$ cat config.mk
export PLATFORM = sky130hd
export DESIGN_NAME = rgen_ramp
export DESIGN_NICKNAME = d
export VERILOG_FILES = /design/src/rtl/rgen_pkg.sv /design/src/rtl/rgen_ramp.sv
export SDC_FILE = /design/constraint.sdc
export NUM_CORES = 2
export LEC_CHECK = 0
export BUFFER_PORTS_ARGS = -buffer_cell sky130_fd_sc_hd__clkbuf_2
export CAP_MARGIN = 20
export CORE_MARGIN = 5
export CORE_UTILIZATION = 40
export CTS_CLUSTER_SIZE = 8
export DETAILED_ROUTE_END_ITERATION = 7
export GPL_ROUTABILITY_DRIVEN = 0
export HOLD_SLACK_MARGIN = 0.06
export PLACE_DENSITY = 0.52
export SLEW_MARGIN = 20
export SYNTH_ARGS = -nofsm -noshare
export SYNTH_HDL_FRONTEND = slang
export SYNTH_SLANG_ARGS = --single-unit
export TNS_END_PERCENT = 100
$ cat constraint.sdc
create_clock -name clk -period 89.5 [get_ports clk]
set_clock_uncertainty 0.15 [all_clocks]
set_input_delay 4.475 -clock clk [delete_from_list [all_inputs] [get_ports clk]]
set_output_delay 4.475 -clock clk [all_outputs]
set_load 0.01 [all_outputs]
$ cat src/rtl/rgen_pkg.sv
package rgen_pkg;

  // clock and tick timing
  localparam int unsigned CLK_HZ      = 20_000_000;
  localparam int unsigned TICK_MS     = 100;
  localparam int unsigned TICK_CYCLES = CLK_HZ / 1000 * TICK_MS;

  // register port geometry
  localparam int unsigned ADDR_W = 4;
  localparam int unsigned DATA_W = 16;

  // register offsets
  localparam logic [3:0] A_TARGET_ONE   = 4'h0;
  localparam logic [3:0] A_TARGET_TWO   = 4'h1;
  localparam logic [3:0] A_CEILING      = 4'h2;
  localparam logic [3:0] A_FLOOR_OFFSET = 4'h3;
  localparam logic [3:0] A_RATE         = 4'h4;
  localparam logic [3:0] A_GAIN         = 4'h5;
  localparam logic [3:0] A_OUT_OFFSET   = 4'h6;
  localparam logic [3:0] A_SOURCE       = 4'h7;
  localparam logic [3:0] A_LEVEL        = 4'h8;
  localparam logic [3:0] A_SCALED       = 4'h9;
  localparam logic [3:0] A_STATE        = 4'hA;

  // source register field positions
  localparam int unsigned SRC_ONE_BIT = 0;
  localparam int unsigned SRC_TWO_BIT = 1;

  // reset values
  localparam logic [15:0] RST_TARGET_ONE   = 16'h0000;
  localparam logic [15:0] RST_TARGET_TWO   = 16'h0000;
  localparam logic [15:0] RST_CEILING      = 16'h4E20;
  localparam logic [15:0] RST_FLOOR_OFFSET = 16'h0000;
  localparam logic [15:0] RST_RATE         = 16'h0064;
  localparam logic [15:0] RST_GAIN         = 16'h0064;
  localparam logic [15:0] RST_OUT_OFFSET   = 16'h0000;
  localparam logic [1:0]  RST_SOURCE       = 2'h0;

  // value limits; gain is held in hundredths
  localparam logic [15:0] RATE_MIN   = 16'h0001;
  localparam logic [15:0] RATE_MAX   = 16'h2710;
  localparam logic [15:0] GAIN_MAX   = 16'h03E8;
  localparam logic [15:0] GAIN_UNITY = 16'h0064;
  localparam logic [15:0] TICKS_PER_S = 16'h000A;
  localparam logic [15:0] AQ_MAX     = 16'h7FFF;

  typedef enum logic [5:0] {
    ST_IDLE      = 6'h01,
    ST_START     = 6'h02,
    ST_RAMP      = 6'h04,
    ST_HALT_RAMP = 6'h08,
    ST_HALT_HOLD = 6'h10,
    ST_LOCKED    = 6'h20
  } rgen_state_e;

  typedef logic signed [17:0] rgen_lvl_t;

  typedef struct packed {
    logic        wr;
    logic        rd;
    logic [3:0]  addr;
    logic [15:0] wdata;
  } rgen_req_s;

endpackage : rgen_pkg

$ cat src/rtl/rgen_ramp.sv
`timescale 1ns/1ps

// Summary of operation
// [RULE_01] rising enable forces level to floor plus offset, held 100 ms
// [RULE_02] after the start hold, ramp toward the selected target at programmed rate
// [RULE_03] halt ramps down to floor, holds 100 ms, then sets level to offset
// [RULE_04] after a halt, restart only once halt and enable are both cleared
// [RULE_05] a select change ramps from current level toward the new target
// [RULE_06] enable cleared sets level to offset at once, no ramp or hold
// [RULE_07] the level is recomputed once per 100 ms tick
// [RULE_08] scaled output is level minus offset divided by gain
// [RULE_09] each target comes from a constant or from another block's value
// [RULE_10] select 0 picks target one, select 1 picks target two
// [RULE_11] level never exceeds the programmed ceiling
// [RULE_12] rate is steps per second, range 1 to 10000
// [RULE_13] scaled output stays within 0 to 32767
// [RULE_14] each tick moves rate/10 toward target, stopping exactly on it
module rgen_ramp #(
  parameter int unsigned TICK_CYCLES = rgen_pkg::TICK_CYCLES
) (
  // clock and reset
  input  wire logic                 clk,
  input  wire logic                 reset,
  // control inputs
  input  wire logic                 enable,
  input  wire logic                 level_sel,
  input  wire logic                 decelerated_halt,
  // actual values of other blocks
  input  wire logic [15:0]          ext_level_one,
  input  wire logic [15:0]          ext_level_two,
  // register port
  input  wire rgen_pkg::rgen_req_s  req,
  output logic [15:0]               rdata_ff,
  // results
  output logic [15:0]               scaled_analog_out_ff,
  output logic [15:0]               current_level_ff
);

  if (TICK_CYCLES < 2 || TICK_CYCLES > 4194304) begin : g_chk
    $error("TICK_CYCLES must lie in 2 to 4194304");
  end

  rgen_pkg::rgen_state_e state_ff;
  rgen_pkg::rgen_state_e nxt_state;
  rgen_pkg::rgen_lvl_t   level_ff;
  rgen_pkg::rgen_lvl_t   nxt_level;
  logic [15:0]           target_one_ff;
  logic [15:0]           target_two_ff;
  logic [15:0]           ceiling_ff;
  logic [15:0]           floor_offset_ff;
  logic [15:0]           rate_ff;
  logic [15:0]           gain_ff;
  logic [15:0]           out_offset_ff;
  logic [1:0]            source_ff;
  logic [21:0]           tick_cnt_ff;
  logic                  tick;
  logic                  restart;
  logic [15:0]           acc_ff;
  logic [15:0]           nxt_acc;
  logic                  enable_d_ff;
  rgen_pkg::rgen_lvl_t   ceil_lvl;
  rgen_pkg::rgen_lvl_t   offset_lvl;
  rgen_pkg::rgen_lvl_t   floor_lvl;
  rgen_pkg::rgen_lvl_t   target_lvl;
  logic [15:0]           sel_one;
  logic [15:0]           sel_two;
  logic [15:0]           step;
  logic [15:0]           acc_sum;
  logic [15:0]           nxt_scaled;

  // sign-extend a 16-bit register value to level width
  function automatic rgen_pkg::rgen_lvl_t sx(input logic [15:0] v);
    sx = {{2{v[15]}}, v};
  endfunction : sx

  // limit a level to the ceiling
  function automatic rgen_pkg::rgen_lvl_t clamp_ceil(input rgen_pkg::rgen_lvl_t v,
                                                    input rgen_pkg::rgen_lvl_t c);
    clamp_ceil = (v > c) ? c : v;
  endfunction : clamp_ceil

  // move cur toward tgt by at most stp, never past it
  function automatic rgen_pkg::rgen_lvl_t step_toward(input rgen_pkg::rgen_lvl_t cur,
                                                     input rgen_pkg::rgen_lvl_t tgt,
                                                     input logic [15:0]         stp);
    rgen_pkg::rgen_lvl_t d;
    d = {2'b00, stp};
    if (cur < tgt) begin
      step_toward = (tgt - cur > d) ? cur + d : tgt;
    end else begin
      step_toward = (cur - tgt > d) ? cur - d : tgt;
    end
  endfunction : step_toward

  // limit a written value to a range
  function automatic logic [15:0] limit(input logic [15:0] v, input logic [15:0] lo,
                                        input logic [15:0] hi);
    limit = (v < lo) ? lo : ((v > hi) ? hi : v);
  endfunction : limit

  assign ceil_lvl   = sx(ceiling_ff);
  assign offset_lvl = sx(out_offset_ff);
  assign floor_lvl  = clamp_ceil(offset_lvl + {2'b00, floor_offset_ff}, ceil_lvl); // RULE_11

  // target sources and selection
  assign sel_one    = source_ff[rgen_pkg::SRC_ONE_BIT] ? ext_level_one : target_one_ff; // RULE_09
  assign sel_two    = source_ff[rgen_pkg::SRC_TWO_BIT] ? ext_level_two : target_two_ff; // RULE_09
  assign target_lvl = clamp_ceil(sx(level_sel ? sel_two : sel_one), ceil_lvl); // RULE_10 RULE_05

  // steps per tick carry a remainder so low rates still move
  assign acc_sum = acc_ff + rate_ff; // RULE_12
  assign step    = acc_sum / rgen_pkg::TICKS_PER_S; // RULE_14

  // tick divider, restarted so each hold lasts one full tick
  assign tick = (tick_cnt_ff == 22'(TICK_CYCLES - 1));

  always_ff @(posedge clk) begin
    if (reset || restart || tick) begin
      tick_cnt_ff <= 22'h000000;
    end else begin
      tick_cnt_ff <= tick_cnt_ff + 22'h000001; // RULE_07
    end
  end

  always_ff @(posedge clk) begin
    if (reset) begin
      enable_d_ff <= 1'b0;
    end else begin
      enable_d_ff <= enable;
    end
  end

  always_comb begin
    nxt_state = state_ff;
    nxt_level = level_ff;
    nxt_acc   = acc_ff;
    restart   = 1'b0;
    unique case (state_ff)
      rgen_pkg::ST_IDLE: begin
        nxt_level = offset_lvl;
        if (enable && !enable_d_ff) begin
          nxt_state = rgen_pkg::ST_START;
          nxt_level = floor_lvl; // RULE_01
          nxt_acc   = 16'h0000;
          restart   = 1'b1;
        end
      end
      rgen_pkg::ST_START: begin
        nxt_level = floor_lvl; // RULE_01
        if (tick) begin
          nxt_state = rgen_pkg::ST_RAMP; // RULE_02
        end
      end
      rgen_pkg::ST_RAMP: begin
        if (tick) begin
          nxt_level = step_toward(level_ff, target_lvl, step); // RULE_02 RULE_14
          nxt_acc   = acc_sum - step * rgen_pkg::TICKS_PER_S;
        end
      end
      rgen_pkg::ST_HALT_RAMP: begin
        if (level_ff == floor_lvl) begin
          nxt_state = rgen_pkg::ST_HALT_HOLD; // RULE_03
          restart   = 1'b1;
        end else if (tick) begin
          nxt_level = step_toward(level_ff, floor_lvl, step); // RULE_03
          nxt_acc   = acc_sum - step * rgen_pkg::TICKS_PER_S;
        end
      end
      rgen_pkg::ST_HALT_HOLD: begin
        nxt_level = floor_lvl;
        if (tick) begin
          nxt_state = rgen_pkg::ST_LOCKED;
          nxt_level = offset_lvl; // RULE_03
        end
      end
      rgen_pkg::ST_LOCKED: begin
        nxt_level = offset_lvl;
        if (!enable && !decelerated_halt) begin
          nxt_state = rgen_pkg::ST_IDLE; // RULE_04
        end
      end
      default: begin
        nxt_state = rgen_pkg::ST_IDLE;
        nxt_level = offset_lvl;
      end
    endcase
    // halt request while running starts the decelerated stop
    if (decelerated_halt && (state_ff == rgen_pkg::ST_START || state_ff == rgen_pkg::ST_RAMP)) begin
      nxt_state = rgen_pkg::ST_HALT_RAMP; // RULE_03
      nxt_level = level_ff;
      restart   = 1'b0;
    end
    // enable low overrides everything, no ramp and no hold
    if (!enable && state_ff != rgen_pkg::ST_IDLE) begin
      nxt_level = offset_lvl; // RULE_06
      nxt_state = decelerated_halt ? rgen_pkg::ST_LOCKED : rgen_pkg::ST_IDLE; // RULE_04
      restart   = 1'b0;
    end
    nxt_level = clamp_ceil(nxt_level, ceil_lvl); // RULE_11
  end

  always_ff @(posedge clk) begin
    if (reset) begin
      state_ff <= rgen_pkg::ST_IDLE;
      level_ff <= 18'sh00000;
      acc_ff   <= 16'h0000;
    end else begin
      state_ff <= nxt_state;
      level_ff <= nxt_level;
      acc_ff   <= nxt_acc;
    end
  end

  // scaled output with gain in hundredths
  always_comb begin
    logic signed [18:0] diff;
    logic [25:0]        quo;
    diff = 19'(level_ff) - 19'(offset_lvl);
    quo  = 26'h0000000;
    if (diff <= 19'sh00000) begin
      nxt_scaled = 16'h0000; // RULE_13
    end else if (gain_ff == 16'h0000) begin
      nxt_scaled = rgen_pkg::AQ_MAX; // RULE_13
    end else begin
      quo        = (26'(diff) * 26'(rgen_pkg::GAIN_UNITY)) / 26'(gain_ff); // RULE_08
      nxt_scaled = (quo > 26'(rgen_pkg::AQ_MAX)) ? rgen_pkg::AQ_MAX : quo[15:0]; // RULE_13
    end
  end

  always_ff @(posedge clk) begin
    if (reset) begin
      scaled_analog_out_ff <= 16'h0000;
      current_level_ff     <= 16'h0000;
    end else begin
      scaled_analog_out_ff <= nxt_scaled;
      current_level_ff     <= level_ff[15:0];
    end
  end

  // register writes
  always_ff @(posedge clk) begin
    if (reset) begin
      target_one_ff   <= rgen_pkg::RST_TARGET_ONE;
      target_two_ff   <= rgen_pkg::RST_TARGET_TWO;
      ceiling_ff      <= rgen_pkg::RST_CEILING;
      floor_offset_ff <= rgen_pkg::RST_FLOOR_OFFSET;
      rate_ff         <= rgen_pkg::RST_RATE;
      gain_ff         <= rgen_pkg::RST_GAIN;
      out_offset_ff   <= rgen_pkg::RST_OUT_OFFSET;
      source_ff       <= rgen_pkg::RST_SOURCE;
    end else if (req.wr) begin
      unique case (req.addr)
        rgen_pkg::A_TARGET_ONE:   target_one_ff   <= req.wdata;
        rgen_pkg::A_TARGET_TWO:   target_two_ff   <= req.wdata;
        rgen_pkg::A_CEILING:      ceiling_ff      <= req.wdata;
        rgen_pkg::A_FLOOR_OFFSET: floor_offset_ff <= req.wdata;
        rgen_pkg::A_RATE:         rate_ff <= limit(req.wdata, rgen_pkg::RATE_MIN,
                                                   rgen_pkg::RATE_MAX); // RULE_12
        rgen_pkg::A_GAIN:         gain_ff <= limit(req.wdata, 16'h0000, rgen_pkg::GAIN_MAX);
        rgen_pkg::A_OUT_OFFSET:   out_offset_ff   <= req.wdata;
        rgen_pkg::A_SOURCE:       source_ff       <= req.wdata[1:0];
        default: begin
        end
      endcase
    end
  end

  // register reads, data in the following cycle only
  always_ff @(posedge clk) begin
    if (reset || !req.rd) begin
      rdata_ff <= 16'h0000;
    end else begin
      unique case (req.addr)
        rgen_pkg::A_TARGET_ONE:   rdata_ff <= target_one_ff;
        rgen_pkg::A_TARGET_TWO:   rdata_ff <= target_two_ff;
        rgen_pkg::A_CEILING:      rdata_ff <= ceiling_ff;
        rgen_pkg::A_FLOOR_OFFSET: rdata_ff <= floor_offset_ff;
        rgen_pkg::A_RATE:         rdata_ff <= rate_ff;
        rgen_pkg::A_GAIN:         rdata_ff <= gain_ff;
        rgen_pkg::A_OUT_OFFSET:   rdata_ff <= out_offset_ff;
        rgen_pkg::A_SOURCE:       rdata_ff <= {14'h0000, source_ff};
        rgen_pkg::A_LEVEL:        rdata_ff <= level_ff[15:0];
        rgen_pkg::A_SCALED:       rdata_ff <= scaled_analog_out_ff;
        rgen_pkg::A_STATE:        rdata_ff <= {10'h000, state_ff};
        default:                  rdata_ff <= 16'h0000;
      endcase
    end
  end

  // checks
  a_start_floor: assert property (@(posedge clk) disable iff (reset) // RULE_01
    (state_ff == rgen_pkg::ST_START) |-> (level_ff == $past(floor_lvl)))
    else $error("level not at floor during start hold");

  a_start_ramp: assert property (@(posedge clk) disable iff (reset) // RULE_02
    (state_ff == rgen_pkg::ST_START && tick && enable && !decelerated_halt)
      |=> (state_ff == rgen_pkg::ST_RAMP))
    else $error("start hold did not end in ramp");

  a_halt_end: assert property (@(posedge clk) disable iff (reset) // RULE_03
    (state_ff == rgen_pkg::ST_HALT_HOLD && tick && enable)
      |=> (state_ff == rgen_pkg::ST_LOCKED && level_ff == $past(clamp_ceil(offset_lvl, ceil_lvl))))
    else $error("halt hold did not end at offset");

  a_lock_stay: assert property (@(posedge clk) disable iff (reset) // RULE_04
    (state_ff == rgen_pkg::ST_LOCKED && (enable || decelerated_halt))
      |=> (state_ff == rgen_pkg::ST_LOCKED))
    else $error("left lock before inputs cleared");

  a_disable_off: assert property (@(posedge clk) disable iff (reset) // RULE_06
    (!enable) |=> (level_ff == $past(clamp_ceil(offset_lvl, ceil_lvl))))
    else $error("level not at offset after disable");

  a_tick_only: assert property (@(posedge clk) disable iff (reset) // RULE_07
    (state_ff == rgen_pkg::ST_RAMP && !tick && enable && !decelerated_halt && level_ff <= ceil_lvl)
      |=> $stable(level_ff))
    else $error("level moved between ticks");

  a_ceiling_cap: assert property (@(posedge clk) disable iff (reset) // RULE_11
    1'b1 |=> (level_ff <= $past(ceil_lvl)))
    else $error("level above ceiling");

  a_no_overshoot: assert property (@(posedge clk) disable iff (reset) // RULE_14
    (state_ff == rgen_pkg::ST_RAMP && tick && enable && !decelerated_halt
     && level_ff < target_lvl) |=> (level_ff <= $past(target_lvl)))
    else $error("ramp overshot target");

  a_aq_zero: assert property (@(posedge clk) disable iff (reset) // RULE_08
    (level_ff <= offset_lvl) |=> (scaled_analog_out_ff == 16'h0000))
    else $error("scaled output not zero at offset");

  a_aq_range: assert property (@(posedge clk) disable iff (reset) // RULE_13
    1'b1 |=> (scaled_analog_out_ff <= rgen_pkg::AQ_MAX))
    else $error("scaled output out of range");

endmodule : rgen_ramp

Word level (Yosys, flattened, before mapping):

Index checks and enable logic that the tools add are counted.

* div/mod/pow operators: 2
* equality and inequality tests: 27
* reductions and logical operators: 27
* order comparisons: 15
* $add $sub $neg: 11
* multiplexer cells: 45
* $mul: 2

Operators with widths (count)
* $mux W18: 16
* $pmux W16 S11: 1
* $mux W16: 10
* $pmux W18 S5: 1
* $gt A18 B17 Y1: 4
* $sub A18 B18 Y18: 4
* $mux W6: 8
* $pmux W16 S3: 1
* $gt A18 B16 Y1: 2
* $lt A18 B18 Y1: 2
* $pmux W6 S6: 1
* $lt A16 B1 Y1 const B: 2
* $mux W15: 2
* $div A26 B16 Y26: 1
* $gt A26 B15 Y1 const B: 1
* $mul A26 B5 Y24 const B: 1
* $add A22 B1 Y22 const B: 1
* $eq A22 B21 Y1 const B: 1
* $le A19 B1 Y1 const B: 1
* $sub A18 B16 Y19: 1
* $add A16 B17 Y18: 1
* $add A18 B17 Y18: 1
* $eq A18 B18 Y1: 1
* $sub A18 B17 Y18: 1
* other kinds (35): 64

* word-level logic and storage cells: 146
* bits in registers: 225
* output and inout bits: 48
* input port bits: 59

Longest topological paths before layout:

* depth after elaboration: 14
* gate-level depth with buffers: 396

Worst setup path before layout:

Ideal clock, no wire load.

* path type: register to register
* from: register level_ff[1]
* to: register scaled_analog_out_ff[0]
* buffers on the path: 37
* slack: 17.578 ns
* stages on the path, launching flop included: 384
* arrival time: 71.623 ns
* data required time: 89.201 ns
* library setup time: 0.149 ns
* cell sequence: dfxtp_1 ha_1 a21o_1 a21o_1 a21o_1 a21o_1 a21o_1 a21o_1 a21o_1 a21o_1 a21o_1 a21o_1 a21o_1 a21o_1 a21o_1 a21o_1 xor2_1 ha_1 [... 348 more ...] o21bai_1 a21o_1 or3_4 nor4_4 buf_6 buf_4 nand2_1 o21ai_1 ha_1 a21o_1 a21o_1 a21oi_1 o21ai_0 or2_2 nor4_1 o21ai_0 a211oi_2 a31oi_1

* longest elaborated chain between the ends: 6
* elaborated cells between the ends (all ways): 8
* those cells by class: add/sub: 1; mul: 1; div: 1; order compare: 2; mux: 2; reduce/logical: 1

Ends and longest elaborated chain
* start, declared: line rgen_ramp.sv:45 `rgen_pkg::rgen_lvl_t level_ff;`
* start signal, assigned: line rgen_ramp.sv:209 `level_ff <= nxt_level;`
* $sub A18 B16 Y19 *: line rgen_ramp.sv:218 `diff = 19'(level_ff) - 19'(offset_lvl);`
* $mul A26 B5 Y24: line rgen_ramp.sv:225 `quo = (26'(diff) * 26'(rgen_pkg::GAIN_UNITY)) / 26'(gain_ff);`
* $div A26 B16 Y26: line rgen_ramp.sv:225
* $gt A26 B15 Y1: line rgen_ramp.sv:226 `nxt_scaled = (quo > 26'(rgen_pkg::AQ_MAX)) ? rgen_pkg::AQ_MAX : quo[15:0];`
* $mux W15: line rgen_ramp.sv:226
* $mux W15: line rgen_ramp.sv:222 `end else if (gain_ff == 16'h0000) begin`
* end signal, assigned: line rgen_ramp.sv:235 `scaled_analog_out_ff <= nxt_scaled;`
* end, declared: line rgen_ramp.sv:35 `output logic [15:0] scaled_analog_out_ff,`

Mark *: on every way between the ends. The rest lies on a longest branch, timed or not.
A chain may end at the register's enable or synchronous reset.

Worst setup path after layout:

Ends and elaborated chain as after synthesis.

==> out/results.txt <==
For this run the aggregate overflow at the end of global routing stands at 0. TritonCTS built the clock tree. Buffers inserted to repair hold after CTS numbered 0. The tools report the met3 capacity usage during global routing as 0.05936.

Among the stages of the critical path, the cell type that occurs most often is o21a_1. The critical path class is reg -> reg. Count of buffers inserted at the top-level ports: 106. For the residual antenna-violating net count after detailed routing, the log shows 0. The tools report the slack of the critical path as 10430 ps. The sink count of the clock tree was 225. The critical path starts at level_ff[1]. The flow ran to the end, and the final reports show no timing, DRC or antenna violations.

The worst setup path is captured at a register. The clock period could shrink to 79070 ps. Counting flops with a built-in enable in the synthesized netlist gives 0. Among all flip-flop cells after synthesis, the most frequent one is dfxtp_1. The worst hold path belongs to the class reg -> reg. Number of global-route vias before repair: 38638. The initial antenna violation count was 18; the worst slew margin relative to its limit was 0.2662. Along the worst path, the maximum fanout reaches 31. The run gives 6988 as the number of non-filler instances in the completed layout.

In this run the clock root is driven by a clkbuf_16. Nature of the critical path startpoint: a register. The number of iterations in the first detailed-routing pass was 6.

Setup repair after global routing left no endpoint under its margin. In this run the deepest clock path goes through 3 buffers. Each instance of the synthesized netlist takes up on average 7.260 µm². The die covers 0.1079 mm². For this run, the post-layout net count is 6336.

In the final layout, the multi-input gates occupy 0.03403 mm². For the worst-skew pair, the clock arrives at the later sink with an insertion delay of 580 ps. In this run, placement finished with an instance count of 6924. Launch point of the worst hold path: tick_cnt_ff[0]. Area overhead of the layout relative to synthesis: 8.056%. Ranked by total cell area, the synthesized netlist is headed by ha_1, dfxtp_1, a21oi_1. The fraction of final layout cells sized beyond drive strength 1 works out to 0.07890.

The logs give 73 for the largest net degree at the start of global routing and 0 for the number of remaining DRC errors. For the worst setup path, the data arrival time is 79350 ps. For this block, the via count after detailed routing is 42175. The launch instance of the worst register-to-register path was level_ff[1]. Counting the fill cells in the layout gives 10508. The netlist uses 122 different library cells.

The fraction of registers with async set/reset was 0; the storage element area was 0.004504 mm². 107 I/O pins were placed. For this block, the routed nets add up to 162.6 mm of wire. The largest single stage delay on the critical path is 830 ps. Dividing the detail-routed wire length by the instance count gives 23.27 µm. The cell area that synthesis handed to floorplanning was 0.04057 mm². The tools report the number of max-slew violations in the final report as 0. The tools report the initial standard-cell utilization of the core as 0.4039. The library cell with the largest summed area after synthesis was ha_1.

The critical path's slowest cell was nor2_1. The critical path required time was 89790 ps. For this block, the initial DRC count from the detailed router was 4089. For the met1 track utilization from global routing, the log shows 0.4265. For the sequential share of the synthesized area, the log shows 0.1110. Using the TritonRoute via totals, the vias-per-cell ratio works out to 6.035. The cell count after synthesis came out at 5588. The number of gates resized after CTS was 0.

The floorplan has 116 rows. The H-tree generated during clock tree synthesis spans 2 levels. Setup violations remaining at the end of the flow were counted as 0. The die span in x came out at 328.5 µm. The final critical-path share of the clock period is 0.8834, and the total routing usage reported by global routing is 0.2874. Measured along the y axis, the die boundary spans 328.5 µm.

Sorting the synthesized cells by how often they occur yields ha_1, a21oi_1, nor2_1, nand2_1, inv_1. Synthesis produced a netlist with a net count of 6319. Timing would allow up to 12.65 MHz. The floorplan step defined a core boundary enclosing 0.1004 mm². Layer with the highest usage: met1.

The slew at the pin closest to its max-slew limit was 1100 ps. The run gives 315.2 ps as the worst-case hold slack. The share of Yosys cell area claimed by the top area cell type is 0.1986. The post-detailed-placement half-perimeter wirelength is 130.5 mm, and the clock input transition at the sequential cells of the worst setup and hold paths is 50 ps. The setup total negative slack is 0 ps, and the count of endpoints failing hold in the final timing report is 0. Once the clock tree was built, the setup fixing pass inserted 0 buffers. Prior to clock tree synthesis, the placed netlist has a worst setup slack of 11670 ps. The max capacitance violation total is 0. In this run, CTS created clock tree buffers numbering 36.

The tools report the first-pass GRT wire length as 241.2 mm. In this run, synthesis produced a sequential element count of 225. The cell with the most instances after synthesis was ha_1. The number of synthesis warnings came out at 0. The fraction of met2 tracks used by global routing was 0.4241.
==> critical path: cells and delay by family (launching register included) <==
kind	cells	cell delay, ps
compound gates	233	51130
simple gates	63	13040
fa+ha+maj	31	9800
buf+inv	13	2260
mux	4	1220
flops	1	790
xor+xnor	2	400
==> layout by cell type, fill, tap and decap left out, drive strengths merged, types with 16 or more instances in the layout <==
cell type	n
ha	644
a21oi	583
nor2	515
nand2	493
inv	335
o21ai	311
dfxtp	225
nor3	205
xnor2	200
o21a	175
clkbuf	147
a21o	146
xor2	107
nand3	95
buf	94
o21bai	88
o31ai	86
mux2i	85
nor2b	84
nand2b	77
mux2	77
a211oi	69
a22oi	56
nand4	49
a31oi	49
or3	46
nor4	46
o211ai	45
or2	38
a221oi	37
and2	37
and3	31
fa	28
o221ai	22
o22ai	17
diode	16
o31a	16
==> through the flow <==
stage / utilization / area, µm²
CTS: 0.4359 / 43780
global route: 0.4361 / 43800
finish: 0.4364 / 43830
floorplan: - / 40570
detailed placement: 0.4254 / 42730
global placement: 0.4254 / 42730
==> worst paths after layout <==
path                                  end  slack [ps]  cells after the start
hold / removal             tick_cnt_ff[0]         320                      1
setup / recovery  scaled_analog_out_ff[0]       10430                    346
hold reg to reg            tick_cnt_ff[0]         320                      1
setup reg to reg  scaled_analog_out_ff[0]       10430                    346
==> area by class of cell <==
type / count / share of cell area
Clock buffer: 42 / 0.02246
Multi-Input combinational cell: 4803 / 0.7763
Sequential cell: 225 / 0.1028
Clock inverter: 6 / 0.001570
Inverter: 340 / 0.02911
Tap cell: 1357 / 0.03873
Antenna cell: 16 / 0.0009134
Timing Repair Buffer: 199 / 0.02817
==> cells by family after synthesis <==
family                     count (synthesis)  share of synthesized area
DFF                                      225                     0.1110
adders and majority gates                675                     0.2132
AOI/OAI and AO/OA                       1881                     0.3050
other                                      1                 0.00009244
buffers and inverters                    560                    0.05280
and+or+nand+nor                         1777                     0.2082
xor gates and xnor gates                 307                    0.06712
muxes                                    162                    0.04253
==> sequential cells by signal, indices dropped and copies added, names as in the netlist <==
signal,cells
target_one_ff,16
rate_ff,16
current_level_ff,16
rdata_ff,16
acc_ff,16
enable_d_ff,1
gain_ff,16
out_offset_ff,16
tick_cnt_ff,22
target_two_ff,16
state_ff,6
scaled_analog_out_ff,16
source_ff,2
floor_offset_ff,16
ceiling_ff,16
level_ff,18
==> layer usage <==
metal / share of wire / up-vias
li1: - / 20542
met1: 0.48 / 19823
met5: 0 / -
met2: 0.40 / 1628
met4: 0.025 / 0
met3: 0.091 / 182
Power is left out: the tool's default activity adds up to more than one toggle a clock period on the data nets, which glitch-free logic cannot reach.
